### src/hdl/msp_pkg.sv
// constants for the motor input sampling and speed sensor block
// assumes a single 10 MHz peripheral clock
package msp_pkg;
    localparam int CLK_FREQ_HZ = 10000000;
    localparam int NOISE_FILTER_NS = 1000;
    localparam int NOISE_FILTER_CYC = (NOISE_FILTER_NS * (CLK_FREQ_HZ / 1000000) + 999) / 1000;
    localparam int SAMPLE_FREQ_HZ = 1000000;
    localparam int SAMPLE_DIV_CYC = CLK_FREQ_HZ / SAMPLE_FREQ_HZ;
    localparam int DELAY_STEP_NS = 2500;
    localparam int DELAY_STEP_CYC = (DELAY_STEP_NS * (CLK_FREQ_HZ / 1000000) + 999) / 1000;
    localparam logic [1:0] EDGE_NONE = 2'h0;
    localparam logic [1:0] EDGE_RISE = 2'h1;
    localparam logic [1:0] EDGE_FALL = 2'h2;
    localparam logic [1:0] EDGE_BOTH = 2'h3;
    localparam logic [1:0] INPUT_ENCODER = 2'h3;
    localparam logic [3:0] DELAY_NONE = 4'h0;
    typedef enum logic [1:0] {
        MSP_DLY_IDLE = 2'b00,
        MSP_DLY_WAIT = 2'b01,
        MSP_DLY_OPEN = 2'b11
    } msp_dly_state_t;
endpackage

### src/hdl/msp_edge_sync.sv
// synchroniser plus edge detector for one phase input
// assumes input is already synchronous-ish; two flops stabilise it
`timescale 1ns/10ps
module msp_edge_sync (
    input wire logic clk_in, // peripheral clock
    input wire logic rst_n_in, // async reset, active low
    input wire logic d_in, // raw phase input
    output logic level_out, // synchronised level
    output logic rise_out, // one-cycle rising pulse
    output logic fall_out // one-cycle falling pulse
);
    logic meta_ff;
    logic sync_ff;
    logic prev_ff;
    always_ff @(posedge clk_in or negedge rst_n_in) begin
        if (!rst_n_in) begin
            meta_ff <= 1'b0;
            sync_ff <= 1'b0;
            prev_ff <= 1'b0;
        end else begin
            meta_ff <= d_in;
            sync_ff <= meta_ff;
            prev_ff <= sync_ff;
        end
    end
    assign level_out = sync_ff;
    assign rise_out = sync_ff & ~prev_ff; // RULE21
    assign fall_out = ~sync_ff & prev_ff; // RULE21
endmodule // msp_edge_sync

### src/hdl/msp_input_stage.sv
// motor input stage: sampling mode select, noise filter, tacho and encoder paths
// assumes pwm_on_in, commutation_in synchronous to sys_clk_in
// Operation
// RULE1: 1 us blanking after every pwm edge
// RULE2: one 1 MHz sample after edge dropped
// RULE3: filter on for D; Z only high-rate, no delay
// RULE4: default mode: Z at end of off time
// RULE5: high-rate no delay: D and Z continuous
// RULE6: delay set: Z sampled only during on time
// RULE7: sensor mode: Z continuous, no filters, os1 off
// RULE8: sensorless applies window and event filters
// RULE9: speed sensor when edge select nonzero
// RULE10: tacho mux routes one chosen phase input
// RULE11: edge select rising, falling or both
// RULE12: 01 rising, 10 falling, 11 both
// RULE13: input select preloaded until commutation event
// RULE14: software uses direct access at init
// RULE15: encoder signals on inputs a and b
// RULE16: encoder clock on all four edges
// RULE17: direction from relative quadrature phase
// RULE18: direction never changes timer count direction
// RULE19: direction samples a on b falling
// RULE20: single input still gives half-rate clock
// RULE21: synchronised inputs, one pulse per edge
`timescale 1ns/10ps
module msp_input_stage #(
    parameter int FILT_CYC = msp_pkg::NOISE_FILTER_CYC,
    parameter int DIV_CYC = msp_pkg::SAMPLE_DIV_CYC,
    parameter int STEP_CYC = msp_pkg::DELAY_STEP_CYC
) (
    input wire logic sys_clk_in, // 10 MHz clock
    input wire logic rst_n_in, // async reset, active low
    input wire logic phase_input_a_in, // phase input a
    input wire logic phase_input_b_in, // phase input b
    input wire logic phase_input_c_in, // phase input c
    input wire logic pwm_on_in, // pwm level, high = on
    input wire logic commutation_in, // commutation event pulse
    input wire logic d_detected_in, // d event seen, z phase active
    input wire logic sensor_mode_sel_in, // 1 = position sensors
    input wire logic high_rate_sampling_select_in, // z at sampling clock
    input wire logic [3:0] sample_delay_sel_in, // delay steps of 2.5 us
    input wire logic [1:0] tacho_edge_sel_in, // speed sensor edge select
    input wire logic [1:0] input_sel_in, // requested input select
    input wire logic input_sel_wr_in, // write strobe for input_sel
    input wire logic direct_access_ctl_in, // apply input_sel at once
    output logic d_sample_out, // d sample strobe
    output logic z_sample_out, // z sample strobe
    output logic sample_out_of_on_out, // delayed sample fell in off time
    output logic filters_enable_out, // window/event filters in use
    output logic os1_enable_out, // output_behaviour_sel bit 1 usable
    output logic speed_mode_out, // speed sensor mode active
    output logic [1:0] input_sel_out, // active input select
    output logic capture_out, // tacho or encoder clock pulse
    output logic encoder_direction_out, // encoder direction, read only
    output logic [2:0] phase_level_out // synchronised phase levels
);
    logic [2:0] lvl;
    logic [2:0] rise;
    logic [2:0] fall;
    logic [$clog2(DIV_CYC+1)-1:0] div_ff;
    logic [$clog2(FILT_CYC+1)-1:0] filt_ff;
    // wide enough for the longest delay step count
    localparam int DLY_W = $bits(sample_delay_sel_in) + $clog2(STEP_CYC + 1);
    logic [DLY_W-1:0] dly_ff;
    logic dly_done;
    logic pwm_ff;
    logic [1:0] is_ff;
    logic [1:0] is_pre_ff;
    logic dir_ff;
    msp_pkg::msp_dly_state_t dly_st_ff;
    logic tick;
    logic pwm_edge;
    logic blank;
    logic delayed;
    logic filt_z;
    logic z_raw;
    logic cap_nxt;

    genvar g;
    for (g = 0; g < 3; g++) begin : g_ph
        msp_edge_sync u_sync (
            .clk_in(sys_clk_in),
            .rst_n_in(rst_n_in),
            .d_in(g == 0 ? phase_input_a_in : (g == 1 ? phase_input_b_in : phase_input_c_in)),
            .level_out(lvl[g]),
            .rise_out(rise[g]),
            .fall_out(fall[g])
        );
    end

    function automatic logic edge_pick(input logic [1:0] sel, input logic r, input logic f);
        edge_pick = (sel[0] & r) | (sel[1] & f); // RULE12
    endfunction

    // sampling clock divider
    always_ff @(posedge sys_clk_in or negedge rst_n_in) begin
        if (!rst_n_in) begin
            div_ff <= '0;
        end else if (div_ff == ($bits(div_ff))'(DIV_CYC - 1)) begin
            div_ff <= '0;
        end else begin
            div_ff <= div_ff + 1'b1;
        end
    end
    assign tick = (div_ff == ($bits(div_ff))'(DIV_CYC - 1));

    // pwm edge noise blanking window
    assign pwm_edge = pwm_on_in ^ pwm_ff;
    always_ff @(posedge sys_clk_in or negedge rst_n_in) begin
        if (!rst_n_in) begin
            pwm_ff <= 1'b0;
            filt_ff <= '0;
        end else begin
            pwm_ff <= pwm_on_in;
            if (pwm_edge) begin
                // edge cycle is the first blanked one, so exactly one tick falls inside
                filt_ff <= ($bits(filt_ff))'(FILT_CYC - 1); // RULE1
            end else if (filt_ff != '0) begin
                filt_ff <= filt_ff - 1'b1;
            end
        end
    end
    assign blank = pwm_edge | (filt_ff != '0); // RULE2

    // delay before on-time sampling
    assign delayed = (sample_delay_sel_in != msp_pkg::DELAY_NONE);
    always_ff @(posedge sys_clk_in or negedge rst_n_in) begin
        if (!rst_n_in) begin
            dly_st_ff <= msp_pkg::MSP_DLY_IDLE;
            dly_ff <= '0;
        end else begin
            case (dly_st_ff)
                msp_pkg::MSP_DLY_IDLE: begin
                    if (pwm_edge && pwm_on_in && delayed) begin
                        dly_st_ff <= msp_pkg::MSP_DLY_WAIT;
                        dly_ff <= DLY_W'(sample_delay_sel_in * STEP_CYC);
                    end
                end
                msp_pkg::MSP_DLY_WAIT: begin
                    // pwm went off before the delay ran out: give up this period
                    if (pwm_edge) begin
                        dly_st_ff <= msp_pkg::MSP_DLY_IDLE;
                    end else if (dly_ff > DLY_W'(1)) begin
                        dly_ff <= dly_ff - DLY_W'(1);
                    end else begin
                        dly_st_ff <= msp_pkg::MSP_DLY_OPEN;
                    end
                end
                msp_pkg::MSP_DLY_OPEN: begin
                    if (!high_rate_sampling_select_in || !pwm_on_in) begin
                        dly_st_ff <= msp_pkg::MSP_DLY_IDLE;
                    end
                end
                default: dly_st_ff <= msp_pkg::MSP_DLY_IDLE;
            endcase
        end
    end

    // z sample source by mode
    assign dly_done = (dly_st_ff == msp_pkg::MSP_DLY_WAIT) && (dly_ff == DLY_W'(1));
    assign filt_z = high_rate_sampling_select_in && !delayed; // RULE3
    always_comb begin
        if (sensor_mode_sel_in) begin
            z_raw = tick; // RULE7
        end else if (!delayed) begin
            z_raw = high_rate_sampling_select_in ? (tick && !blank) // RULE5
                                                 : (pwm_edge && pwm_on_in); // RULE4
        end else begin
            z_raw = high_rate_sampling_select_in ? (tick && dly_st_ff == msp_pkg::MSP_DLY_OPEN)
                                                 : dly_done; // RULE6
        end
    end

    always_ff @(posedge sys_clk_in or negedge rst_n_in) begin
        if (!rst_n_in) begin
            d_sample_out <= 1'b0;
            z_sample_out <= 1'b0;
            sample_out_of_on_out <= 1'b0;
            filters_enable_out <= 1'b0;
            os1_enable_out <= 1'b1;
        end else begin
            d_sample_out <= !sensor_mode_sel_in && !d_detected_in && tick && !blank; // RULE3
            z_sample_out <= (d_detected_in || sensor_mode_sel_in) && z_raw // RULE7
                            && (pwm_on_in || !delayed || sensor_mode_sel_in)
                            && !(filt_z && !sensor_mode_sel_in && blank);
            sample_out_of_on_out <= !sensor_mode_sel_in && !pwm_on_in && pwm_edge
                                    && dly_st_ff == msp_pkg::MSP_DLY_WAIT; // RULE6
            filters_enable_out <= !sensor_mode_sel_in; // RULE8
            os1_enable_out <= !sensor_mode_sel_in; // RULE7
        end
    end

    // input select preload
    always_ff @(posedge sys_clk_in or negedge rst_n_in) begin
        if (!rst_n_in) begin
            is_pre_ff <= 2'h0;
            is_ff <= 2'h0;
        end else begin
            if (input_sel_wr_in) begin
                is_pre_ff <= input_sel_in;
            end
            if (input_sel_wr_in && direct_access_ctl_in) begin
                is_ff <= input_sel_in; // RULE13
            end else if (commutation_in) begin
                is_ff <= input_sel_wr_in ? input_sel_in : is_pre_ff; // RULE13
            end
        end
    end

    // tacho and encoder edges; timer counts up whatever the direction
    always_comb begin
        if (is_ff == msp_pkg::INPUT_ENCODER) begin
            cap_nxt = rise[0] | fall[0] | rise[1] | fall[1]; // RULE16 RULE20
        end else begin
            cap_nxt = edge_pick(tacho_edge_sel_in, rise[is_ff], fall[is_ff]); // RULE10 RULE11
        end
    end

    always_ff @(posedge sys_clk_in or negedge rst_n_in) begin
        if (!rst_n_in) begin
            dir_ff <= 1'b0;
        end else if (is_ff == msp_pkg::INPUT_ENCODER && fall[1]) begin
            dir_ff <= lvl[0]; // RULE17 RULE19
        end
    end

    always_ff @(posedge sys_clk_in or negedge rst_n_in) begin
        if (!rst_n_in) begin
            capture_out <= 1'b0;
            speed_mode_out <= 1'b0;
            input_sel_out <= 2'h0;
            encoder_direction_out <= 1'b0;
            phase_level_out <= 3'h0;
        end else begin
            speed_mode_out <= (tacho_edge_sel_in != msp_pkg::EDGE_NONE); // RULE9
            capture_out <= (tacho_edge_sel_in != msp_pkg::EDGE_NONE) && cap_nxt; // RULE18 RULE21
            input_sel_out <= is_ff;
            encoder_direction_out <= dir_ff;
            phase_level_out <= lvl;
        end
    end
endmodule // msp_input_stage

### config.mk
export PLATFORM = sky130hd
export DESIGN_NAME = msp_input_stage
export DESIGN_NICKNAME = d
export VERILOG_FILES = /design/src/hdl/msp_pkg.sv /design/src/hdl/msp_edge_sync.sv /design/src/hdl/msp_input_stage.sv
export SDC_FILE = /design/constraint.sdc
export NUM_CORES = 1
export LEC_CHECK = 0
export ABC_AREA = 1
export BUFFER_PORTS_ARGS = -buffer_cell sky130_fd_sc_hd__buf_2
export CORE_ASPECT_RATIO = 1.75
export CORE_MARGIN = 2
export CORE_UTILIZATION = 52
export DETAILED_ROUTE_END_ITERATION = 12
export PLACE_DENSITY = 0.8
export RECOVER_POWER = 100
export SETUP_SLACK_MARGIN = 0.02
export SLEW_MARGIN = 25
export SYNTH_ARGS = -nofsm -noshare
export SYNTH_HDL_FRONTEND = slang
export SYNTH_SLANG_ARGS = --single-unit
export TNS_END_PERCENT = 1
### constraint.sdc
create_clock -name sys_clk_in -period 1.3 [get_ports sys_clk_in]
set_input_delay 0.065 -clock sys_clk_in [delete_from_list [all_inputs] [get_ports sys_clk_in]]
set_output_delay 0.065 -clock sys_clk_in [all_outputs]
set_load 0.03 [all_outputs]
Word-level counts from Yosys, hierarchy flattened
Cells that the tools add are included.
{"block": "word_totals", "reg_bits": 47, "wordCells": 127, "in_bits": 20, "output_inout_bits": 13}
{"block": "op_classes", "bitwise": 20, "n_addsub": 3, "multipliers": 1, "n_lt_le_gt_ge": 2, "eq_ne": 10, "reduce_logical": 40, "n_mux": 24}
{"op": "9-bit 2-to-1 mux", "count": 3}
{"op": "1-bit logical AND", "count": 20}
{"op": "9-bit one-hot mux with 2 select lines", "count": 1}
{"op": "2-bit 2-to-1 mux", "count": 7}
{"op": "4-bit 2-to-1 mux", "count": 3}
{"op": "9-bit by 1-bit equality test with 1-bit output (second input constant)", "count": 1}
{"op": "9-bit by 1-bit greater-than comparator with 1-bit output (second input constant)", "count": 1}
{"op": "4-bit by 5-bit multiplier with 9-bit output (second input constant)", "count": 1}
{"op": "9-bit by 1-bit subtractor with 9-bit output (second input constant)", "count": 1}
{"op": "1-bit AND", "count": 8}
{"op": "2-bit inequality test (second input constant)", "count": 4}
{"op": "2-bit nonzero test", "count": 4}
{"op": "4-bit nonzero test", "count": 2}
{"op": "1-bit logical NOT", "count": 7}
{"op": "1-bit 2-to-1 mux", "count": 7}
{"op": "1-bit inverter", "count": 6}
{"op": "2-bit one-hot mux with 3 select lines", "count": 1}
{"op": "1-bit bitwise OR", "count": 5}
{"op": "4-bit by 1-bit adder with 4-bit output (second input constant)", "count": 1}
{"op": "1-bit binary-select mux with 2-bit select", "count": 2}
{"op": "2-bit equality test (second input constant)", "count": 2}
{"op": "4-bit equality test (second input constant)", "count": 1}
{"op": "1-bit logical OR", "count": 4}
{"op": "4-bit AND reduction", "count": 1}
{"op": "other kinds (7)", "count": 7}

Longest topological paths before layout
{"block": "logic_depth", "depth_word": 10, "ltp_mapped": 13, "mapped_depth_nobuf": 13}

Hierarchy
A second synthesis with hierarchy kept.
{"block": "unflattened", "cells_unflattened": 302, "area_unflattened_um2": 2446.1}
{"mod": "msp_input_stage", "area_each_um2": 2175.8, "cells_per_inst": 281, "n_inst": 1, "seq_area_each_um2": 952.2}
{"mod": "msp_edge_sync", "area_each_um2": 90.1, "cells_per_inst": 7, "n_inst": 3, "seq_area_each_um2": 75.1}

Least setup slack after synthesis
No wires, ideal clock.
{"block": "synth_path", "path_kind": "input to register", "from": "in sample_delay_sel_in[0]", "to": "reg dly_ff[5]", "setup_slack_ps": -218, "required_time_ps": 1235, "arrival_time_ps": 1453, "stages": 9, "path_buffers": 0, "setup_time_ps": 65, "path_cell_list": "inv_1 > ha_1 > ha_1 > inv_1 > fa_1 > or2_2 > nand2_1 > nand2_1 > nand2_1"}
{"block": "synth_via", "elab_chain_len": 4, "word_cells_on_any_way": 7, "classes_between": "1 x mul; 1 x eq/ne; 2 x mux; 3 x reduce/logical"}
{"element": "from (decl)", "line_no": "msp_input_stage.sv:41", "rtl": "input wire logic [3:0] sample_delay_sel_in,"}
{"element": "branches (longest 4 deep; another with 4-bit by 5-bit multiplier with 9-bit output)"}
{"element": "to (signal assigned)", "line_no": "msp_input_stage.sv:136", "rtl": "dly_ff <= DLY_W'(sample_delay_sel_in * STEP_CYC);"}
{"element": "to (signal assigned)", "line_no": "msp_input_stage.sv:144", "rtl": "dly_ff <= dly_ff - DLY_W'(1);"}
{"element": "to (decl)", "line_no": "msp_input_stage.sv:64", "rtl": "logic [DLY_W-1:0] dly_ff;"}
Parallel ways; which one is timed is not known. The select of a mux whose other input is x is not followed.
A chain may end at the register's enable or synchronous reset.

Final worst setup path
{"block": "layout_path", "from": "reg dly_ff[1]", "to": "reg dly_ff[2]"}
{"block": "layout_via", "elab_chain_len": 4, "word_cells_on_any_way": 7, "classes_between": "1 x add/sub; 1 x order compare; 1 x eq/ne; 3 x mux; 1 x reduce/logical"}
{"element": "9-bit by 1-bit subtractor with 9-bit output", "line_no": "msp_input_stage.sv:144"}
{"element": "9-bit 2-to-1 mux", "line_no": "msp_input_stage.sv:143", "rtl": "end else if (dly_ff > DLY_W'(1)) begin"}
{"element": "9-bit 2-to-1 mux", "line_no": "msp_input_stage.sv:141", "rtl": "if (pwm_edge) begin"}
{"element": "9-bit one-hot mux with 2 select lines", "line_no": "msp_input_stage.sv:132", "rtl": "case (dly_st_ff)"}
Several ways; a longest one is shown, not always the timed one. The select of a mux whose other input is x is not followed.

==> flow_summary.toml <==
[logic_synthesis]
seq_area_frac_synth_pct = 45.1
ys.flop_type = "dfrtp_1"
synth-edff-count = 0
synth.cell_area_um2 = 2440
syn_nets = 337
ys_ff_latch = 44
syn_inst = 299
avgSynthCellArea_um2 = 8.18
yosys_warnings = 0
synth.distinct_cells = 36
async_reset_ff_share_pct = 100

[cells_and_area]
num_antenna_cells = 0
final_cell_mix = "71 x nand2_1, 40 x dfrtp_1, 34 x inv_1"
multiInputGateArea_um2 = 1340
fill_cells = 340
final_cells = 430
seqCellArea_um2 = 1110
syn_to_final_growth_pct = 33.7
drive_above_1_share_pct = 31.5
nets = 416
final_common_cell = "nand2_1"
final_area_um2 = 3270

[sta]
hold_viol_final = 0
grt_setup_unrepaired = "true"
maxSlewHeadroom_pct = 42.3
fin_crit_sh_pct = 113
period_needed_ps = 1470
setup_viol = 12
fmax_ghz = 0.679
hold_slack_ps = 45.5
tightest_slew_ps = 865
slew_viol_final = 0
worst_slack_ps = -173
clock_skew_ps = 12.1

[placement]
dp_slack_ps = -333
dpl.cell_count = 411
gp_congestion = 0.816
numPortBuffers = 32
dp_hpwl_um = 4150
placed_cell_area_um2 = 2950

[clock_network]
cts_tree = "done"
clock-sinks = 44
clock_latency_ps = 310
h-tree-depth = 2
numCtsBuffers = 5
clkTransAtPathRegs_ps = 80
clockBufferDepth = 2
cts_root_buffer = "clkbuf_8"

[global_routing]
met3_usage_pct = 3.70
grt_remaining_overflow = 0
first_global_vias = 2449
grt_pass1_wl_um = 10100
grt_max_degree = 23
grt_most_used_layer = "met2"
antenna_found_initial = 0
gr-usage-all-layers_pct = 24.7
use_met1_pct = 21.8
grt_use_met2_pct = 47.6

[status]
violations = "negative setup slack"
run_status = "complete, but fails checks"

[hold_path]
worstHoldStart = "input_sel_wr_in"
min_to = "is_pre_ff[1]"
hold_depth = 3
min_path_type = "primary input to register"

[power]
power.density_nw_per_um2 = 1810
p_leak_nw = 1.66
ir_drop_mv = 1.23

[critical_path]
start_kind = "register"
rrSetupSlack_ps = -170
timing.rr.start = "dly_ff[1]"
cp.required_ps = 1540
reg2regPathDepth = 10
crit_type = "register to register"
cp_data_arrival_time_ps = 1710
rr_endpoint = "dly_ff[2]"
end_kind = "register"
critPathMaxFanout = 6

[floorplanning]
core_area_um2 = 4620
die-area_um2 = 5290
std_cell_rows = 33
die_w_um = 55.8
io_pins = 33
die_h_um = 94.7
initial_core_util_pct = 52.9

[run]
drv_cap = 0

[detailed_routing]
dr.pass1.iters = 6
drtIter0Drc = 73
wl_per_cell_um = 14.1
finalWirelength_um = 6070
antenna_left = 0
vias = 2267
routed_via_density = 5.27
drc = 0
## Yosys cell counts (all sizes together), types with 2 or more instances
master / count / share of area (%)
or2: 3 / 0.77
nor2: 27 / 4.8
inv: 45 / 7.0
buf: 5 / 1.7
nand2: 92 / 16
nand4: 3 / 0.77
o211ai: 2 / 0.61
nor3: 2 / 0.41
nand3: 25 / 5.1
o21ai: 16 / 3.3
ha: 17 / 8.7
a21oi: 8 / 2.3
dfrtp: 43 / 44
## layout make-up
cell class | count | area share (%)
clock buffers | 5 | 2.10
clock inverters | 2 | 0.383
repair buffers | 76 | 14.8
multi-input cells | 205 | 41.0
flip-flops and latches | 44 | 33.8
well taps | 52 | 1.99
inverters | 46 | 5.86
## worst max-delay path by stage
stage                                 startpoint        end  slack [ps]  depth (start not counted)
final                                  dly_ff[1]  dly_ff[2]        -170                         10
after global routing                   dly_ff[1]  dly_ff[2]        -220                         10
after CTS                              dly_ff[1]  dly_ff[2]        -100                         10
after detailed placement  sample_delay_sel_in[1]  dly_ff[8]        -330                         14
after global placement    sample_delay_sel_in[1]  dly_ff[8]        -280                         14
after floorplan           sample_delay_sel_in[0]  dly_ff[8]         -60                         13
## cells by family (layout without fill, tap and decap cells)
kind of cell             after synthesis  after routing  share of synthesized area, %
flip-flops                            44             44                          45.1
adder cells (fa/ha/maj)               18             18                          9.52
AO/OA/AOI/OAI                         31             31                          7.63
XOR/XNOR                               1              1                         0.358
buffers and inverters                 51            129                          8.90
AND/OR/NAND/NOR                      154            155                          28.5
## through the flow
| step | utilization [%] | TNS [ps] | power (W) |
|---|---|---|---|
| 2_1_floorplan | - | -140 | 0.00345 |
| 3_3_place_gp | 63.9 | -1930 | 0.00433 |
| 3_5_place_dp | 63.9 | -2520 | 0.00443 |
| 4_1_cts | 70.1 | -1010 | 0.00561 |
| 5_1_grt | 70.7 | -2400 | 0.00632 |
| 6_report | 70.7 | -1540 | 0.00591 |
## what timing repair did
item | CTS | global route
setup buffers | 3 | 2
hold buffers | 7 | 0
cloned | 1 | 0
endpoints found under the setup margin | 17 | 16
resized for setup | 24 | 22
pin swaps | 13 | 17
endpoints found under the hold margin | 43 | 0
## sequential cells by signal (all words and copies together) (netlist names), 2 cells and up
signal                 cells
phase_level_out            3
g_ph.u_sync.meta_ff        3
g_ph.u_sync.level_out      3
input_sel_out              2
filt_ff                    4
is_pre_ff                  2
is_ff                      2
dly_st_ff                  2
dly_ff                     9
div_ff                     4
## per-layer routing
metal	vias up	wire, um
met1	1045	2030
met5	-	0
met2	75	3330
met4	0	478
li1	1102	-
met3	45	232
## power breakdown
group | switching [W] | leakage (nW) | internal, W
sequential | 0.000212 | 0.532 | 0.00166
combinational | 0.00188 | 1.08 | 0.00133
clock | 0.000463 | 0.0400 | 0.000364
total | 0.00255 | 1.66 | 0.00336
## critical path, cell delays in order (launching register included)
cell,delay (ps)
dfrtp_1,420
inv_2,110
ha_4,140
nand2_4,50
nor2_4,170
nand2_4,80
nand2_4,110
nand2_8,90
nand2_8,90
nand2_2,60
nand2_2,70
Power figures use the tool's default switching activity.
